### src/ugs_pkg.sv
// ----------------------------------------------------------------------------
// Shared constants for the global suspend/resume block
// ----------------------------------------------------------------------------
package ugs_pkg;

    // ------------------------------------------------------------------------
    // Register byte offsets
    // ------------------------------------------------------------------------
    localparam logic [7:0] UGS_CMD_OFF   = 8'h00; // Command bits
    localparam logic [7:0] UGS_STS_OFF   = 8'h04; // Live state, read only
    localparam logic [7:0] UGS_ISTAT_OFF = 8'h08; // Sticky events, write 1 to clear
    localparam logic [7:0] UGS_IMASK_OFF = 8'h0c; // Event enables

    // ------------------------------------------------------------------------
    // Command register bit positions
    // ------------------------------------------------------------------------
    localparam int UGS_CMD_RUN_STOP   = 0;
    localparam int UGS_CMD_SUSPEND    = 3;
    localparam int UGS_CMD_FORCE_RES  = 4;
    localparam int UGS_CMD_STEP_DEBUG = 5;

    // ------------------------------------------------------------------------
    // Status register bit positions
    // ------------------------------------------------------------------------
    localparam int UGS_STS_HALTED     = 0;
    localparam int UGS_STS_SUSPENDED  = 1;
    localparam int UGS_STS_SIGNALLING = 2;

    // ------------------------------------------------------------------------
    // Event bit positions (interrupt status and mask share the layout)
    // ------------------------------------------------------------------------
    localparam int UGS_EV_RESUME   = 0; // Resume seen while suspended
    localparam int UGS_EV_EOP_DONE = 1; // Terminating EOP finished
    localparam int UGS_EV_HALTED   = 2; // Controller entered stopped state
    localparam int UGS_EV_W        = 3;

    // ------------------------------------------------------------------------
    // Values after reset
    // ------------------------------------------------------------------------
    localparam logic [1:0] UGS_OE_N_RST = 2'h3; // Ports released
    localparam logic       UGS_HALT_RST = 1'h1; // Stopped out of reset

    // ------------------------------------------------------------------------
    // Timing: low-speed EOP is two bit times of SE0 then one of J
    // ------------------------------------------------------------------------
    localparam int UGS_CLK_MHZ    = 125;
    localparam int UGS_EOP_SE0_NS = 1334;
    localparam int UGS_EOP_J_NS   = 667;
    localparam int UGS_SE0_CYC    = (UGS_EOP_SE0_NS * UGS_CLK_MHZ + 999) / 1000;
    localparam int UGS_J_CYC      = (UGS_EOP_J_NS * UGS_CLK_MHZ + 999) / 1000;

    // ------------------------------------------------------------------------
    // Port signalling state machine
    // ------------------------------------------------------------------------
    typedef enum logic [2:0] {
        UGS_IDLE    = 3'b000,
        UGS_SUSP    = 3'b001,
        UGS_RESUME  = 3'b010,
        UGS_EOP_SE0 = 3'b011,
        UGS_EOP_J   = 3'b100
    } ugs_state_t;

endpackage

### src/ugs_top.sv
`timescale 1ns/1ns
module ugs_top
    import ugs_pkg::*;
(
    // Clock and reset
    input  wire logic        clk_i,
    input  wire logic        rst_i,
    // Wishbone slave
    input  wire logic        wb_cyc_i,
    input  wire logic        wb_stb_i,
    input  wire logic        wb_we_i,
    input  wire logic [7:0]  wb_adr_i,
    input  wire logic [3:0]  wb_sel_i,
    input  wire logic [31:0] wb_dat_i,
    output logic      [31:0] wb_dat_o,
    output logic             wb_ack_o,
    // Interrupt
    output logic             irq_o,
    // Downstream port pins (two ports)
    input  wire logic [1:0]  conn_i,
    input  wire logic [1:0]  dp_i,
    input  wire logic [1:0]  dm_i,
    output logic      [1:0]  dp_o,
    output logic      [1:0]  dm_o,
    output logic      [1:0]  oe_n_o,
    // Schedule engine
    input  wire logic        txn_busy_i,
    input  wire logic        txn_done_i,
    output logic             sched_en_o,
    output logic             sof_en_o
);

    // ------------------------------------------------------------------------
    // Whole module state
    // ------------------------------------------------------------------------
    typedef struct packed {
        logic                run_stop;    // Schedule run request
        logic                step_debug;  // Single transaction stepping
        logic                susp_req;    // Global suspend request
        logic                force_res;   // Force resume flag as read back
        logic [UGS_EV_W-1:0] istat;       // Sticky events
        logic [UGS_EV_W-1:0] imask;       // Event enables
        ugs_state_t          st;          // Port signalling state
        logic [7:0]          cnt;         // EOP phase timer
        logic [1:0]          conn_prev;   // Connect level last cycle
        logic                ack;         // Bus answer
        logic [31:0]         dat;         // Read data
        logic                irq;         // Interrupt level
        logic [1:0]          dp;          // Driven D+ level
        logic [1:0]          dm;          // Driven D- level
        logic [1:0]          oe_n;        // Low while driving
        logic                sched_en;    // Schedule may issue transactions
        logic                sof_en;      // Frame start packets allowed
        logic                halted;      // Stopped state reached
    } ugs_regs_t;

    ugs_regs_t s_q;   // Registered state
    ugs_regs_t s_d;   // Next state

    logic [1:0] conn_s;   // Synchronised connect levels
    logic [1:0] dp_s;     // Synchronised D+
    logic [1:0] dm_s;     // Synchronised D-

    // ------------------------------------------------------------------------
    // Pin synchronisers
    // ------------------------------------------------------------------------
    ugs_sync #(
        .W (6)
    ) u_sync (
        .clk_i (clk_i),
        .rst_i (rst_i),
        .d_i   ({conn_i, dp_i, dm_i}),
        .q_o   ({conn_s, dp_s, dm_s})
    );

    // K state on any port: D+ low, D- high
    function automatic logic any_k(input logic [1:0] p, input logic [1:0] m);
        any_k = |(~p & m);
    endfunction

    // ------------------------------------------------------------------------
    // Next-state logic
    // ------------------------------------------------------------------------
    logic                wr;       // Write takes effect this edge
    logic                rd_hit;   // New request, read or write, being answered
    logic [UGS_EV_W-1:0] ev;       // Events raised this cycle
    logic                res_ev;   // Resume event on the bus
    logic                fr_clr;   // Software clears force resume
    logic                fr_set;   // Software sets force resume
    logic [7:0]          cmd_wd;   // Written command byte

    always_comb begin
        s_d    = s_q;
        ev     = '0;
        cmd_wd = wb_dat_i[7:0];
        // Write lands at the edge where the master sees ack
        wr     = wb_cyc_i && wb_stb_i && wb_we_i && s_q.ack && wb_sel_i[0];
        rd_hit = wb_cyc_i && wb_stb_i && !s_q.ack;
        fr_clr = wr && (wb_adr_i == UGS_CMD_OFF) && !cmd_wd[UGS_CMD_FORCE_RES];
        fr_set = wr && (wb_adr_i == UGS_CMD_OFF) && cmd_wd[UGS_CMD_FORCE_RES];

        // Connect change or K on any port, whether the ports are driven or not
        res_ev = (s_q.conn_prev != conn_s) || any_k(dp_s, dm_s);
        s_d.conn_prev = conn_s;

        // Bus answer: one wait state, ack dropped after one cycle
        s_d.ack = rd_hit;

        // Command writes; force resume is owned by the port state machine
        if (wr && wb_adr_i == UGS_CMD_OFF) begin
            s_d.run_stop   = cmd_wd[UGS_CMD_RUN_STOP];
            s_d.step_debug = cmd_wd[UGS_CMD_STEP_DEBUG];
            s_d.susp_req   = cmd_wd[UGS_CMD_SUSPEND];
        end
        if (wr && wb_adr_i == UGS_IMASK_OFF) begin
            s_d.imask = wb_dat_i[UGS_EV_W-1:0];
        end

        // Stepping: drop run/stop after every finished transaction
        if (s_q.step_debug && txn_done_i && s_q.run_stop) begin
            s_d.run_stop = 1'b0;
        end

        // Stopped once run/stop is low and the current transaction ended
        s_d.halted = !s_d.run_stop && !txn_busy_i;
        if (s_d.halted && !s_q.halted) begin
            ev[UGS_EV_HALTED] = 1'b1;
        end

        // Port signalling
        unique case (s_q.st)
            UGS_IDLE: begin
                if (fr_set) begin
                    s_d.st        = UGS_RESUME;
                    s_d.force_res = 1'b1;
                end else if (s_d.susp_req) begin
                    s_d.st = UGS_SUSP;
                end
            end
            UGS_SUSP: begin
                if (fr_set) begin
                    s_d.st        = UGS_RESUME;
                    s_d.force_res = 1'b1;
                end else if (res_ev) begin
                    // Hardware sets the flag; a same-cycle write cannot lose it
                    s_d.st                = UGS_RESUME;
                    s_d.force_res         = 1'b1;
                    ev[UGS_EV_RESUME]     = 1'b1;
                end else if (!s_d.susp_req) begin
                    s_d.st = UGS_IDLE;
                end
            end
            UGS_RESUME: begin
                // Length of resume is timed by software, not here
                if (fr_clr) begin
                    s_d.st  = UGS_EOP_SE0;
                    s_d.cnt = 8'(UGS_SE0_CYC - 1);
                end
            end
            UGS_EOP_SE0: begin
                if (s_q.cnt == 8'h00) begin
                    s_d.st  = UGS_EOP_J;
                    s_d.cnt = 8'(UGS_J_CYC - 1);
                end else begin
                    s_d.cnt = s_q.cnt - 8'h01;
                end
            end
            UGS_EOP_J: begin
                if (s_q.cnt == 8'h00) begin
                    // Flag drops only now that the EOP is complete
                    s_d.force_res         = 1'b0;
                    ev[UGS_EV_EOP_DONE]   = 1'b1;
                    s_d.st = s_d.susp_req ? UGS_SUSP : UGS_IDLE;
                end else begin
                    s_d.cnt = s_q.cnt - 8'h01;
                end
            end
            default: begin
                s_d.st = UGS_IDLE;
            end
        endcase

        // Pin drive for the next state
        unique case (s_d.st)
            UGS_RESUME: begin
                s_d.dp   = 2'h0;
                s_d.dm   = 2'h3;
                s_d.oe_n = 2'h0;
            end
            UGS_EOP_SE0: begin
                s_d.dp   = 2'h0;
                s_d.dm   = 2'h0;
                s_d.oe_n = 2'h0;
            end
            UGS_EOP_J: begin
                s_d.dp   = 2'h3;
                s_d.dm   = 2'h0;
                s_d.oe_n = 2'h0;
            end
            default: begin
                // Released: idle level comes from the line pull resistors
                s_d.dp   = 2'h0;
                s_d.dm   = 2'h0;
                s_d.oe_n = UGS_OE_N_RST;
            end
        endcase

        // No traffic or frame starts unless running and not suspended/resuming
        s_d.sched_en = s_d.run_stop && (s_d.st == UGS_IDLE) && !s_d.susp_req;
        s_d.sof_en   = s_d.sched_en;

        // Sticky events: set wins over a write-one clear
        if (wr && wb_adr_i == UGS_ISTAT_OFF) begin
            s_d.istat = s_q.istat & ~wb_dat_i[UGS_EV_W-1:0];
        end
        s_d.istat = s_d.istat | ev;
        s_d.irq   = |(s_d.istat & s_d.imask);

        // Read data, unmapped offsets read zero
        s_d.dat = 32'h0000_0000;
        if (rd_hit && !wb_we_i) begin
            unique case (wb_adr_i)
                UGS_CMD_OFF: begin
                    s_d.dat[UGS_CMD_RUN_STOP]   = s_q.run_stop;
                    s_d.dat[UGS_CMD_SUSPEND]    = s_q.susp_req;
                    s_d.dat[UGS_CMD_FORCE_RES]  = s_q.force_res;
                    s_d.dat[UGS_CMD_STEP_DEBUG] = s_q.step_debug;
                end
                UGS_STS_OFF: begin
                    s_d.dat[UGS_STS_HALTED]     = s_q.halted;
                    s_d.dat[UGS_STS_SUSPENDED]  = (s_q.st == UGS_SUSP);
                    s_d.dat[UGS_STS_SIGNALLING] = !s_q.oe_n[0];
                end
                UGS_ISTAT_OFF: begin
                    s_d.dat[UGS_EV_W-1:0] = s_q.istat;
                end
                UGS_IMASK_OFF: begin
                    s_d.dat[UGS_EV_W-1:0] = s_q.imask;
                end
                default: begin
                    s_d.dat = 32'h0000_0000;
                end
            endcase
        end
    end

    // ------------------------------------------------------------------------
    // State register
    // ------------------------------------------------------------------------
    always_ff @(posedge clk_i) begin
        if (rst_i) begin
            s_q        <= '0;
            s_q.oe_n   <= UGS_OE_N_RST;
            s_q.halted <= UGS_HALT_RST;
        end else begin
            s_q <= s_d;
        end
    end

    // ------------------------------------------------------------------------
    // Outputs straight from the state register
    // ------------------------------------------------------------------------
    assign wb_dat_o   = s_q.dat;
    assign wb_ack_o   = s_q.ack;
    assign irq_o      = s_q.irq;
    assign dp_o       = s_q.dp;
    assign dm_o       = s_q.dm;
    assign oe_n_o     = s_q.oe_n;
    assign sched_en_o = s_q.sched_en;
    assign sof_en_o   = s_q.sof_en;
endmodule

### src/ugs_sync.sv
`timescale 1ns/1ns
// ----------------------------------------------------------------------------
// Two-stage synchroniser for pin inputs
// ----------------------------------------------------------------------------
module ugs_sync #(
    parameter int W = 1
) (
    // Clock and reset
    input  wire logic         clk_i,
    input  wire logic         rst_i,
    // Data
    input  wire logic [W-1:0] d_i,
    output logic      [W-1:0] q_o
);
    logic [W-1:0] meta_q; // First stage, read only by the second

    // ------------------------------------------------------------------------
    // Both stages; nothing else may look at meta_q
    // ------------------------------------------------------------------------
    always_ff @(posedge clk_i) begin
        if (rst_i) begin
            meta_q <= '0;
            q_o    <= '0;
        end else begin
            meta_q <= d_i;
            q_o    <= meta_q;
        end
    end
endmodule

### config.mk
export PLATFORM = sky130hd
export DESIGN_NAME = ugs_top
export DESIGN_NICKNAME = d
export VERILOG_FILES = /design/src/ugs_pkg.sv /design/src/ugs_top.sv /design/src/ugs_sync.sv
export SDC_FILE = /design/constraint.sdc
export NUM_CORES = 1
export LEC_CHECK = 0
export BUFFER_PORTS_ARGS = -buffer_cell sky130_fd_sc_hd__clkbuf_2
export CAP_MARGIN = 40
export CORE_ASPECT_RATIO = 0.75
export CORE_UTILIZATION = 48
export CTS_CLUSTER_SIZE = 10
export DETAILED_ROUTE_END_ITERATION = 8
export PLACE_DENSITY_LB_ADDON = 0.08
export SLEW_MARGIN = 40
export SYNTH_ARGS = -nofsm -noshare
export SYNTH_HDL_FRONTEND = slang
export SYNTH_SLANG_ARGS = --single-unit
### constraint.sdc
create_clock -name clk_i -period 3.26 [get_ports clk_i]
set_input_delay 0.489 -clock clk_i [delete_from_list [all_inputs] [get_ports clk_i]]
set_output_delay 0.489 -clock clk_i [all_outputs]
set_load 0.03 [all_outputs]
==> reports/metrics.cfg <==
[worst_setup_path]
critPathMaxFanout=6
cp.arrival_ns=2.75
cp-end-kind=flop
critPathLaunchType=flop
worstPathRequired_ns=3.46
critPathKind=flop to flop

[sta]
setup_tns_ns=0
setup_viol=0
final.period_utilization_pct=78.3
fin_crit_ns=2.55
slew_viol_final=0
worst_pin_slew_ns=0.618
relSlewSlack_pct=58.4
clock_skew_ns=0.00643
finalHoldViolCount=0
rsz0062_at_grt=no
max_freq_ghz=0.392

[global_routing]
grt_pass1_wl_um=6890
track_usage_pct=16.5
grt_start_max_net_pins=22
antenna_found_initial=0
overflow=0
grt_pass1_vias=1406

[logic_synthesis]
synth_area_per_cell_um2=9.29
synthCells=262
yosys.area_share.adder_pct=0.514
synth_top_family_by_area=simple AND/OR/NAND/NOR gates
synth-main-ff-cell=dfxtp_1
yosys.area_share.simple_pct=25.1
synth_seq_cells=48
async_reset_ff_share_pct=0
ys_seq_area_share_pct=39.5
synth.distinct_cells=58
synthXorXnorAreaFrac_pct=1.08
synth_compound_area_share_pct=15.4
yosys_warnings=0
synthMuxAreaShare_pct=3.50
syn_area_um2=2430
synth_edf_count=0

[final_layout]
final_cell_mix=dfxtp_1 (48), clkbuf_2 (43), conb_1 (26), nor2b_1 (19), nor2_1 (18)
drive_gt1_share_pct=25.7
final_cells=352
final_util_pct=53.3
finalInstanceArea_um2=2600
area_delta_synth_final_pct=6.68
final_common_cell=dfxtp_1
antenna-diode-count=0
fill_cells=477
fin_nets=349

[placed_design]
portBuffers=43
place_congestion=0.841
hpwl_um=3200
placed_area_um2=2480
dp.cells=344

[die]
die_area_um2=5360
die_w_um=84.2
initial_core_util_pct=49.9
die_h_um=63.7
placementRows=22
core-area_um2=4870
io_pins=99

[clock_tree]
clock_sinks=48
clockRootBuffer=clkbuf_8
clkSlewWorstSetupHoldPaths_ns=0.09
cts_resized=0
clkLatencyLatePin_ns=0.30
numCtsBuffers=5
cts_hold_buf=0
clock_path_buffers=2
ctsHtreeMaxLevel=2
cts_tree=built
cts.repair_timing.setup_buffer_count=0

[route]
wl_per_cell_um=12.4
drt_pass1_iterations=6
met2_length_um=1670
detail_route.vias_per_cell=5.00
dr_total_vias=1761
drc=14
drt-met1-wl_um=2350
drt_iter0_markers=139
met3_wirelength_um=286
top_layer=met4
antenna_left=0
routed_wl_um=4350

[pwr]
powerDensity_nw_per_um2=432
p_sw_w=0.000272
clockPowerShare_pct=38.2
ir_drop_mv=0.293
power_frac_comb_pct=8.4
intPower_w=0.000849
seq_power_share_pct=53.4
leakagePower_nw=1.10
p_total_w=0.00112
switching_share_pct=24.3

[run]
drv_cap=0

[min_path]
hold_class=input pin to flop

[outcome]
status=complete, but fails checks
violations=DRC

-- cell usage after synthesis, types with 3 or more instances --
cell,count,area share [%]
nor2_1,18,2.8
nand2b_1,4,1.0
or4_4,3,1.4
or3_1,4,1.0
mux2i_1,4,1.6
and2_1,5,1.3
nor3_1,8,1.6
dfxtp_1,48,39
clkbuf_1,6,0.93
nand2_1,14,2.2
o21ai_0,8,1.6
nand4_1,3,0.77
inv_1,5,0.77
nand3_1,4,0.82
xnor2_1,3,1.1
nor2b_1,19,4.9
buf_4,39,12
a21oi_1,17,3.5
-- flip-flops by register name, indices dropped and copies added, names as in the netlist --
signal	flops
irq_o	1
wb_ack_o	1
dm_o	1
dp_o	1
oe_n_o	1
u_sync.q_o	6
wb_dat_o	6
s_q	24
sof_en_o	1
u_sync.meta_q	6
-- critical path, stage by stage (launching register included) --
cell and delay, ns:
dfxtp_1 0.36, inv_1 0.07, ha_1 0.24, or4b_4 0.54, or4_4 0.49, nor2_1 0.24, a21oi_1 0.11, o221a_2 0.25
and2_1 0.15
-- stage by stage --
step	worst slack [ns]	hold slack [ns]
2_1_floorplan	0.991	0.414
3_3_place_gp	0.662	0.417
3_5_place_dp	0.648	0.424
4_1_cts	0.691	0.378
5_1_grt	0.560	0.383
6_report	0.708	0.381
-- kinds of logic after synthesis --
kind of cell               count (synthesis)
buffers and inverters                     52
DFF                                       48
muxes                                      7
adders and majority gates                  1
AOI/OAI and AO/OA                         51
and+or+nand+nor                           99
xor gates and xnor gates                   3
other                                      1
-- final timing paths --
check / start / end / slack [ns] / depth (start not counted)
worst max-delay path: s_q[45] / dm_o[0] / 0.71 / 8
worst min-delay path: txn_busy_i / s_q[0] / 0.38 / 2
worst max register to register: s_q[45] / dm_o[0] / 0.71 / 8
worst min register to register: u_sync.meta_q[2] / u_sync.q_o[2] / 0.44 / 1
-- power groups by stage --
| stage | clock (W) | combinational [W] | sequential, W |
|---|---|---|---|
| final | 0.000428 | 0.0000945 | 0.000598 |
| after global routing | 0.000460 | 0.000102 | 0.000599 |
| after CTS | 0.000438 | 0.0000946 | 0.000598 |
| after detailed placement | 0 | 0.0000942 | 0.000612 |
| after global placement | 0 | 0.0000948 | 0.000612 |
| after floorplan | 0 | 0.0000952 | 0.000612 |
-- metal layers --
| metal | GRT usage (%) | vias to the layer above |
|---|---|---|
| met4 | 5.82 | 0 |
| met5 | 0 | - |
| met3 | 4.33 | 4 |
| met2 | 21.7 | 73 |
| li1 | - | 913 |
| met1 | 25.4 | 771 |
-- cell type report --
cell class,count,area [um^2],area share (%)
repair buffers,44,223,8.58
well taps,60,75.1,2.89
multi-input cells,187,1210,46.5
inverters,5,18.8,0.723
clock buffers,5,68.8,2.65
flip-flops and latches,48,961,37.0
clock inverters,3,42.5,1.64
Note: power is estimated with default switching activity, not from simulation.
